## config.mk

```make
export PLATFORM = sky130hd
export DESIGN_NAME = bridge_frontend_trim_and_poly_comp
export DESIGN_NICKNAME = d
export VERILOG_FILES = /design/src/hw/bridge_frontend_trim_and_poly_comp.v
export VERILOG_INCLUDE_DIRS = /design/src /design/src/hw
export SDC_FILE = /design/constraint.sdc
export NUM_CORES = 2
export LEC_CHECK = 0
export ABC_AREA = 1
export BUFFER_PORTS_ARGS = -buffer_cell sky130_fd_sc_hd__buf_4
export CAP_MARGIN = 40
export CORE_MARGIN = 4
export CORE_UTILIZATION = 55
export CTS_BUF_LIST = sky130_fd_sc_hd__clkbuf_4
export DETAILED_ROUTE_END_ITERATION = 16
export PLACE_DENSITY = 0.78
export REMOVE_ABC_BUFFERS = 1
export SETUP_SLACK_MARGIN = 0.02
export SLEW_MARGIN = 30
export SYNTH_ARGS = -nofsm -noshare
export SYNTH_HDL_FRONTEND = slang
export SYNTH_SLANG_ARGS = --single-unit
export TNS_END_PERCENT = 20
```

## constraint.sdc

```tcl
create_clock -name clk_i -period 19.3 [get_ports clk_i]
set_input_delay 0.965 -clock clk_i [delete_from_list [all_inputs] [get_ports clk_i]]
set_output_delay 0.965 -clock clk_i [all_outputs]
set_load 0.02 [all_outputs]
```

## src/hw/bridge_comp_regs.vh

```
// Register indices, field positions, reset values and format constants
// for the bridge front-end trim and polynomial compensation block.
// Assumes a Wishbone slave decoding word indices (byte address / 4).
//
// Behaviour
// RQ1 - First-stage gain code of 2 bits selects 3, 6, 9 or 12, code 0 at reset.
// RQ2 - Second-stage gain code of 4 bits selects 1.0 plus 0.4 per step, 0 at reset.
// RQ3 - Coarse offset is a 6-bit two's-complement code, zero at reset.
// RQ4 - Polarity bit inverts the sign of the offset-adjusted bridge input.
// RQ5 - Compensation sums all 15 terms in pressure and temperature up to degree 4.
// RQ6 - The programmer loads zero into coefficients of unused higher terms.
// RQ7 - Each coefficient is a 16-bit two's-complement word with 15 fraction bits.
// RQ8 - Constant term trims fine offset, linear pressure term fine sensitivity.
// RQ9 - The temperature operand comes from the internal temperature sensor.
// RQ10 - Pressure reads as Q15 at index 0x52, temperature as Q11 at index 0x62.
// RQ11 - Evaluation is wide fixed point and the result saturates, never wraps.
`ifndef BRIDGE_COMP_REGS_VH
`define BRIDGE_COMP_REGS_VH

// Word indices; byte address is four times the index
`define CTRL_IDX      8'h00
`define STATUS_IDX    8'h01
`define RESULT_IDX    8'h02
`define COEF_BASE_IDX 8'h10
`define COEF_LAST_IDX 8'h1e
`define PRESS_IDX     8'h52
`define TEMP_IDX      8'h62

// Control word fields
`define G1_LSB   0
`define G1_MSB   1
`define G2_LSB   2
`define G2_MSB   5
`define OFS_LSB  6
`define OFS_MSB  11
`define POL_BIT  12
`define CTRL_RST 13'h0000

// Format constants
`define COEF_COUNT 15
`define Q15_ONE    17'h08000
`define SAT_POS    16'h7fff
`define SAT_NEG    16'h8000

`endif

```

## src/hw/bridge_frontend_trim_and_poly_comp.v

```verilog
// Trim decoding, sample FIFO and polynomial compensation engine.
// Assumes pressure samples and the temperature sensor output are
// synchronous to clk_i; software loads coefficients over Wishbone.
//
// The Wishbone slave port and the address map were left to the implementer.
`timescale 1ns/100ps
`default_nettype none
`include "bridge_comp_regs.vh"

module sample_fifo #(
  parameter WIDTH = 16,
  parameter DEPTH = 4,
  parameter AW    = 2
) (
  input  wire             clk_i,
  input  wire             rst_i,
  input  wire             in_valid_i,
  output reg              in_ready_o,
  input  wire [WIDTH-1:0] in_data_i,
  output reg              out_valid_o,
  input  wire             out_ready_i,
  output wire [WIDTH-1:0] out_data_o
);
  reg [WIDTH-1:0] mem_r [0:DEPTH-1];
  reg [AW-1:0]    wr_r;
  reg [AW-1:0]    rd_r;
  reg [AW:0]      count_r;
  wire            push = in_valid_i & in_ready_o;
  wire            pop  = out_valid_o & out_ready_i;
  wire [AW:0]     count_nxt = count_r + {{AW{1'b0}}, push}
                              - {{AW{1'b0}}, pop};

  assign out_data_o = mem_r[rd_r];

  // Flags are registered from the next count so both stay honest
  always @(posedge clk_i) begin
    if (rst_i) begin
      wr_r        <= {AW{1'b0}};
      rd_r        <= {AW{1'b0}};
      count_r     <= {(AW+1){1'b0}};
      in_ready_o  <= 1'b0;
      out_valid_o <= 1'b0;
    end else begin
      if (push) begin
        mem_r[wr_r] <= in_data_i;
        wr_r        <= (wr_r == DEPTH - 1) ? {AW{1'b0}} : wr_r + 1'b1;
      end
      if (pop)
        rd_r <= (rd_r == DEPTH - 1) ? {AW{1'b0}} : rd_r + 1'b1;
      count_r     <= count_nxt;
      in_ready_o  <= (count_nxt != DEPTH);
      out_valid_o <= (count_nxt != {(AW+1){1'b0}});
    end
  end
endmodule // sample_fifo

module bridge_frontend_trim_and_poly_comp #(
  parameter FIFO_DEPTH = 4,
  parameter FIFO_AW    = 2
) (
  input  wire        clk_i,
  input  wire        rst_i,
  input  wire        wb_cyc_i,
  input  wire        wb_stb_i,
  input  wire        wb_we_i,
  input  wire [9:2]  wb_adr_i,
  input  wire [3:0]  wb_sel_i,
  input  wire [31:0] wb_dat_i,
  output reg  [31:0] wb_dat_o,
  output reg         wb_ack_o,
  input  wire [15:0] pressure_i,
  input  wire        pressure_valid_i,
  output wire        pressure_ready_o,
  input  wire [11:0] temp_i,
  output reg  [15:0] result_o,
  output reg         result_valid_o,
  input  wire        result_ready_i,
  output reg  [3:0]  first_stage_gain_o,
  output reg  [6:0]  second_stage_gain_x10_o,
  output reg  [5:0]  coarse_input_offset_o,
  output reg         polarity_o
);
  localparam S_IDLE = 2'd0;
  localparam S_POW  = 2'd1;
  localparam S_TERM = 2'd2;
  localparam S_OUT  = 2'd3;

  reg [12:0]        ctrl_r;
  reg [15:0]        coef_r [0:`COEF_COUNT-1];
  reg signed [16:0] ppow_r [0:4];
  reg signed [16:0] tpow_r [0:4];
  reg [15:0]        sensed_pressure_r;
  reg [11:0]        sensed_temperature_sample_r;
  reg [1:0]         state_r;
  reg [3:0]         step_r;
  reg signed [37:0] acc_r;
  reg [15:0]        last_result_r;
  integer           i;
  integer           j;

  wire        fifo_valid;
  wire [15:0] fifo_data;
  wire        fifo_pop = (state_r == S_IDLE) & fifo_valid;

  // Q15 product of two values in [-1, 1]; fits 17 bits without loss of sign
  function signed [16:0] qmul;
    input signed [16:0] a;
    input signed [16:0] b;
    reg signed [33:0] pr;
    begin
      pr   = a * b;
      qmul = pr[31:15];
    end
  endfunction

  // Pressure exponent of term k, in a00 a10 a01 a20 a11 a02 ... a04 order
  function [2:0] term_pe;
    input [3:0] k;
    begin
      case (k)
        4'd1, 4'd4, 4'd8, 4'd13: term_pe = 3'd1;
        4'd3, 4'd7, 4'd12:       term_pe = 3'd2;
        4'd6, 4'd11:             term_pe = 3'd3;
        4'd10:                   term_pe = 3'd4;
        default:                 term_pe = 3'd0;
      endcase
    end
  endfunction

  // Temperature exponent of term k in the same order
  function [2:0] term_te;
    input [3:0] k;
    begin
      case (k)
        4'd2, 4'd4, 4'd7, 4'd11: term_te = 3'd1;
        4'd5, 4'd8, 4'd12:       term_te = 3'd2;
        4'd9, 4'd13:             term_te = 3'd3;
        4'd14:                   term_te = 3'd4;
        default:                 term_te = 3'd0;
      endcase
    end
  endfunction

  // Byte-lane merge for Wishbone writes
  function [31:0] lane_merge;
    input [31:0] old;
    input [31:0] din;
    input [3:0]  sel;
    integer b;
    begin
      lane_merge = old;
      for (b = 0; b < 4; b = b + 1)
        if (sel[b])
          lane_merge[8*b +: 8] = din[8*b +: 8];
    end
  endfunction

  // Samples queue here so the converter can run ahead of the engine
  sample_fifo #(
    .WIDTH (16),
    .DEPTH (FIFO_DEPTH),
    .AW    (FIFO_AW)
  ) u_fifo (
    .clk_i       (clk_i),
    .rst_i       (rst_i),
    .in_valid_i  (pressure_valid_i),
    .in_ready_o  (pressure_ready_o),
    .in_data_i   (pressure_i),
    .out_valid_o (fifo_valid),
    .out_ready_i (fifo_pop),
    .out_data_o  (fifo_data)
  );

  // Current term: monomial from the power tables, then coefficient product
  wire [3:0]        tk    = step_r;
  wire signed [16:0] mono = qmul(ppow_r[term_pe(tk)], tpow_r[term_te(tk)]);
  wire signed [15:0] coef = coef_r[tk];
  wire signed [33:0] term = coef * mono;
  wire signed [37:0] acc_nxt = acc_r + {{4{term[33]}}, term};
  wire signed [22:0] acc_q15 = acc_nxt[37:15];
  wire [15:0]        sat_q15 =
    (acc_q15 > 23'sd32767)  ? `SAT_POS :
    (acc_q15 < -23'sd32768) ? `SAT_NEG : acc_q15[15:0];

  // Compensation engine: powers first, then one term per cycle
  always @(posedge clk_i) begin
    if (rst_i) begin
      state_r           <= S_IDLE;
      step_r            <= 4'd0;
      acc_r             <= 38'sd0;
      sensed_pressure_r <= 16'h0000;
      sensed_temperature_sample_r <= 12'h000;
      last_result_r     <= 16'h0000;
      result_o          <= 16'h0000;
      result_valid_o    <= 1'b0;
      for (i = 0; i < 5; i = i + 1) begin
        ppow_r[i] <= 17'sd0;
        tpow_r[i] <= 17'sd0;
      end
    end else begin
      case (state_r)
        S_IDLE: begin
          if (fifo_valid) begin
            sensed_pressure_r <= fifo_data;
            // RQ9 internal sensor temperature
            sensed_temperature_sample_r <= temp_i;
            ppow_r[0] <= `Q15_ONE;
            tpow_r[0] <= `Q15_ONE;
            ppow_r[1] <= {fifo_data[15], fifo_data};
            // RQ10 Q11 aligned to Q15
            tpow_r[1] <= {temp_i[11], temp_i, 4'h0};
            step_r    <= 4'd2;
            state_r   <= S_POW;
          end
        end
        S_POW: begin
          ppow_r[step_r[2:0]] <= qmul(ppow_r[step_r[2:0] - 3'd1], ppow_r[1]);
          tpow_r[step_r[2:0]] <= qmul(tpow_r[step_r[2:0] - 3'd1], tpow_r[1]);
          if (step_r == 4'd4) begin
            step_r  <= 4'd0;
            acc_r   <= 38'sd0;
            state_r <= S_TERM;
          end else begin
            step_r <= step_r + 4'd1;
          end
        end
        S_TERM: begin
          // RQ5 all fifteen terms summed
          // RQ8 term 0 offset, term 1 gain
          acc_r <= acc_nxt;
          if (step_r == `COEF_COUNT - 1) begin
            // RQ11 clamp instead of wrap
            result_o       <= sat_q15;
            last_result_r  <= sat_q15;
            result_valid_o <= 1'b1;
            state_r        <= S_OUT;
          end else begin
            step_r <= step_r + 4'd1;
          end
        end
        S_OUT: begin
          // Holds the engine so back-pressure reaches the FIFO
          if (result_ready_i) begin
            result_valid_o <= 1'b0;
            state_r        <= S_IDLE;
          end
        end
        default: state_r <= S_IDLE;
      endcase
    end
  end

  // Front-end trim decode; the analog stages take these values
  always @(posedge clk_i) begin
    if (rst_i) begin
      first_stage_gain_o      <= 4'd3;
      second_stage_gain_x10_o <= 7'd10;
      coarse_input_offset_o   <= 6'h00;
      polarity_o              <= 1'b0;
    end else begin
      // RQ1 gain of 3 per code step
      first_stage_gain_o <= {2'b00, ctrl_r[`G1_MSB:`G1_LSB]} * 4'd3 + 4'd3;
      // RQ2 gain in tenths, 10 + 4n
      second_stage_gain_x10_o <=
        {1'b0, ctrl_r[`G2_MSB:`G2_LSB], 2'b00} + 7'd10;
      // RQ3 two's-complement offset code
      coarse_input_offset_o <= ctrl_r[`OFS_MSB:`OFS_LSB];
      // RQ4 sign flip before gain
      polarity_o <= ctrl_r[`POL_BIT];
    end
  end

  // Wishbone classic slave: one wait state, ack dropped after one cycle
  wire        wb_req = wb_cyc_i & wb_stb_i & ~wb_ack_o;
  wire [7:0]  idx    = wb_adr_i;
  wire        is_coef = (idx >= `COEF_BASE_IDX) && (idx <= `COEF_LAST_IDX);
  wire [3:0]  coef_i = idx[3:0];
  wire [31:0] ctrl_m = lane_merge({19'h00000, ctrl_r}, wb_dat_i, wb_sel_i);
  wire [31:0] coef_m = lane_merge({16'h0000, coef_r[coef_i]}, wb_dat_i,
                                  wb_sel_i);

  always @(posedge clk_i) begin
    if (rst_i) begin
      wb_ack_o <= 1'b0;
      wb_dat_o <= 32'h00000000;
      ctrl_r   <= `CTRL_RST;
      for (j = 0; j < `COEF_COUNT; j = j + 1)
        coef_r[j] <= 16'h0000;
    end else begin
      wb_ack_o <= wb_req;
      if (wb_req && wb_we_i) begin
        if (idx == `CTRL_IDX)
          ctrl_r <= ctrl_m[12:0];
        // RQ7 coefficient word store
        if (is_coef)
          coef_r[coef_i] <= coef_m[15:0];
      end
      if (wb_req && !wb_we_i) begin
        if (is_coef)
          wb_dat_o <= {16'h0000, coef_r[coef_i]};
        else begin
          case (idx)
            `CTRL_IDX:   wb_dat_o <= {19'h00000, ctrl_r};
            `STATUS_IDX: wb_dat_o <= {29'h00000000, result_valid_o,
                                      fifo_valid, state_r != S_IDLE};
            `RESULT_IDX: wb_dat_o <= {16'h0000, last_result_r};
            // RQ10 operand readback
            `PRESS_IDX:  wb_dat_o <= {16'h0000, sensed_pressure_r};
            `TEMP_IDX:   wb_dat_o <= {20'h00000, sensed_temperature_sample_r};
            default:     wb_dat_o <= 32'h00000000;
          endcase
        end
      end
    end
  end
endmodule // bridge_frontend_trim_and_poly_comp
`default_nettype wire

```

==> impl_metrics.csv <==
group,metric,value,unit
worst_setup_path,cp-end-kind,"flop",
synth,synth_area,0.0802,sq mm
final_layout,final_common_cell,"inv_1",
detailed_routing,dr_total_vias,68014,
synth,synth-async-reset-ratio,0,%
synth,synth-xor-area-share,1.60,%
sta,worst_pin_slew,978,ps
synth,synth_area_per_cell,8.46,sq um
final_layout,nNetsFinal,11132,
synth,yosysTopAreaCell,"fa_1",
worst_setup_path,cp.required,20300,ps
run_status,status,"finished, final reports clean",
synth,synthMuxAreaShare,0,%
worst_setup_path,critPathBufInv,14,
detailed_routing,viasPerCell,5.85,
worst_setup_path,critPathArrivalTime,17500,ps
floorplanning,io_pins,148,
synth,synth_top_area_share,27.8,%
worst_setup_path,slowest_stage,"fa_1",
sta,finalMaxSlewViolations,0,
synth,synth_fa_ha_area_share,33.7,%
worst_setup_path,cp_max_fo,15,
final_layout,layout_common_cells,"inv_1, nand2_1, nor2_1",
worst_setup_path,worst_path_largest_cell_delay,1090,ps
grt,grt_pass1_wl,381000,um
detailed_routing,wl_per_cell,21.1,um
final_layout,areaGrowthSynthToFinish,6.83,%
cts,clk_latency,1150,ps
worst_setup_path,path_class,"flop to flop",
cts,clock-root-buffer,"clkbuf_4",
synth,synth_top_family_by_area,"adder cells",
placement,gp_congestion,0.983,
sta,fin_crit,16510,ps
sta,fmax,0.0606,GHz
detailed_routing,dr.pass1.iters,9,
synth,ys_ff_latch,748,
worst_hold_path,worstHoldPathType,"input pin to flop",
cts,clock-sinks,748,
floorplanning,die_y,390,um
floorplanning,die_x,390,um
synth,yosysSeqAreaShare,26.0,%
final_layout,drive_gt1_share,7.53,%
synth,ys_warn_count,0,
synth,netlist_top_cells_area,"fa_1, edfxtp_1, inv_1",
placement,hpwl,183000,um
sta,setup_viol,0,
worst_setup_path,start_kind,"flop",
synth,synth_compound_area_share,11.2,%
grt,grt_pass1_vias,69503,
floorplanning,start_util,55.6,%
sta,grt_setup_unrepaired,"false",
cts,cts_resized,0,
cts,ctsLongestPathBuffers,3,
cts,clkTransAtPathRegs,70,ps
synth,synth_edf_count,592,
cts,numCtsBuffers,187,
flow_run,max_cap_violations,0,
synth,synth.distinct_cells,68,
synth,netlist_instances,9479,
sta,slew-limit-headroom,34.8,%
sta,fin_skew,111,ps
final_layout,fin_util,59.4,%
sta,hold_viol_final,0,
detailed_routing,routed_wl,246000,um
sta,setup-tns-final,0,ps
final_layout,stdcell_area,0.0857,sq mm
cts,htree_num_levels,4,
detailed_routing,ant_nets,0,
floorplanning,dieArea,0.152,sq mm
detailed_routing,drtIter0Drc,8230,
grt,grt_max_degree,104,
floorplanning,placementRows,139,
grt,grt_overflow,0,
grt,track_usage,32.3,%
placement,port_buffers,111,
cts,tritoncts,"yes",
sta,post-route-period-util,85.5,%
floorplanning,core,0.144,sq mm
synth,synthSimpleGateAreaFrac,16.5,%
grt,grt_antenna_before_repair,16,
worst_setup_path,path_delay_family,"adder cells",
placement,placed_area,0.0827,sq mm
detailed_routing,drc,0,
synth,synthFlopType,"edfxtp_1",
[layout make-up]
cell class                      instances  area [sq um]
Antenna cell                           13          32.5
Clock buffer                          276          2070
Clock inverter                         68           397
Fill cell                           12320         58600
Inverter                             1822          6840
Multi-Input combinational cell       6538         50800
Sequential cell                       748         20900
Tap cell                             1903          2380
Timing Repair Buffer                  262          2290
[cells by family after synthesis]
| logic type | Yosys count |
|---|---|
| and+or+nand+nor | 3353 |
| buffers and inverters | 2225 |
| AOI/OAI and AO/OA | 1522 |
| adders and majority gates | 1494 |
| DFF | 748 |
| xor gates and xnor gates | 135 |
| other | 2 |
[timing repair]
item,4_1_cts,5_1_grt
hold endpoints to repair,68,0
setup buffers,0,0
hold buffers,20,0
[per-layer routing]
layer | wire length (um) | track usage (%) | part of all wire, % | vias up
li1 | - | - | - | 29934
met1 | 91100 | 41.9 | 37 | 32789
met2 | 109000 | 50.3 | 44 | 4447
met3 | 31800 | 8.63 | 13 | 836
met4 | 13600 | 16.4 | 5.5 | 8
met5 | 51 | 0 | 0.021 | -
[worst reg2reg max path: cells and delay by family (launching register included)]
| kind | cells | cell delay (ps) |
|---|---|---|
| compound gates | 13 | 2050 |
| xor+xnor | 1 | 270 |
| fa+ha+maj | 14 | 7930 |
| buf+inv | 14 | 2010 |
| flops | 1 | 720 |
| simple gates | 24 | 3400 |
[synthesized netlist by cell type (37+ instances only)]
library cell,number
inv_1,1756
nand2_1,1631
nor2_1,1406
fa_1,1115
edfxtp_1,592
o21ai_0,547
a21oi_1,494
ha_1,379
clkbuf_1,213
dfxtp_1,156
nand3_1,141
a22oi_1,128
buf_2,99
o211ai_1,73
xnor2_1,64
xor2_1,61
a221oi_1,46
buf_4,41
inv_2,38
buf_1,37
[path summary, 6_finish.rpt]
path                                                            end  slack, ps  cells after the start                       start
worst max-delay path                  last_result_r[0]$_SDFFE_PP0P_       2790                     66  tpow_r[1][3]$_SDFFCE_PN0P_
worst min-delay path                         ctrl_r[2]$_SDFFE_PP0P_         90                      3                 wb_dat_i[2]
worst max register to register        last_result_r[0]$_SDFFE_PP0P_       2790                     66  tpow_r[1][3]$_SDFFCE_PN0P_
worst min register to register  coarse_input_offset_o[5]$_SDFF_PP0_        410                      2     ctrl_r[11]$_SDFFE_PP0P_
[sequential cells by signal (all words and copies together) (netlist names), 5 cells and up, named ones only]
name                         cells
sensed_pressure_r               16
ctrl_r                          13
acc_r                           38
tpow_r                         136
u_fifo.mem_r                    64
last_result_r                   16
sensed_temperature_sample_r     12
coarse_input_offset_o            6
ppow_r                         136
wb_dat_o                        16
coef_r                         256
second_stage_gain_x10_o          5
[per-stage QoR]
| step | hold WS [ps] | setup slack [ps] | cells |
|---|---|---|---|
| 4_1_cts | 15.1 | 2630 | 11596 |
| 3_5_place_dp | 429 | 2740 | 11232 |
| 3_3_place_gp | 435 | 3020 | 11214 |
| 2_1_floorplan | 414 | 4470 | 9108 |
| 6_report | 94.9 | 2790 | 11630 |
| 5_1_grt | 52.7 | 1780 | 11626 |
Power is left out: the tool's default activity adds up to more than one toggle a clock period on the data nets, which glitch-free logic cannot reach.
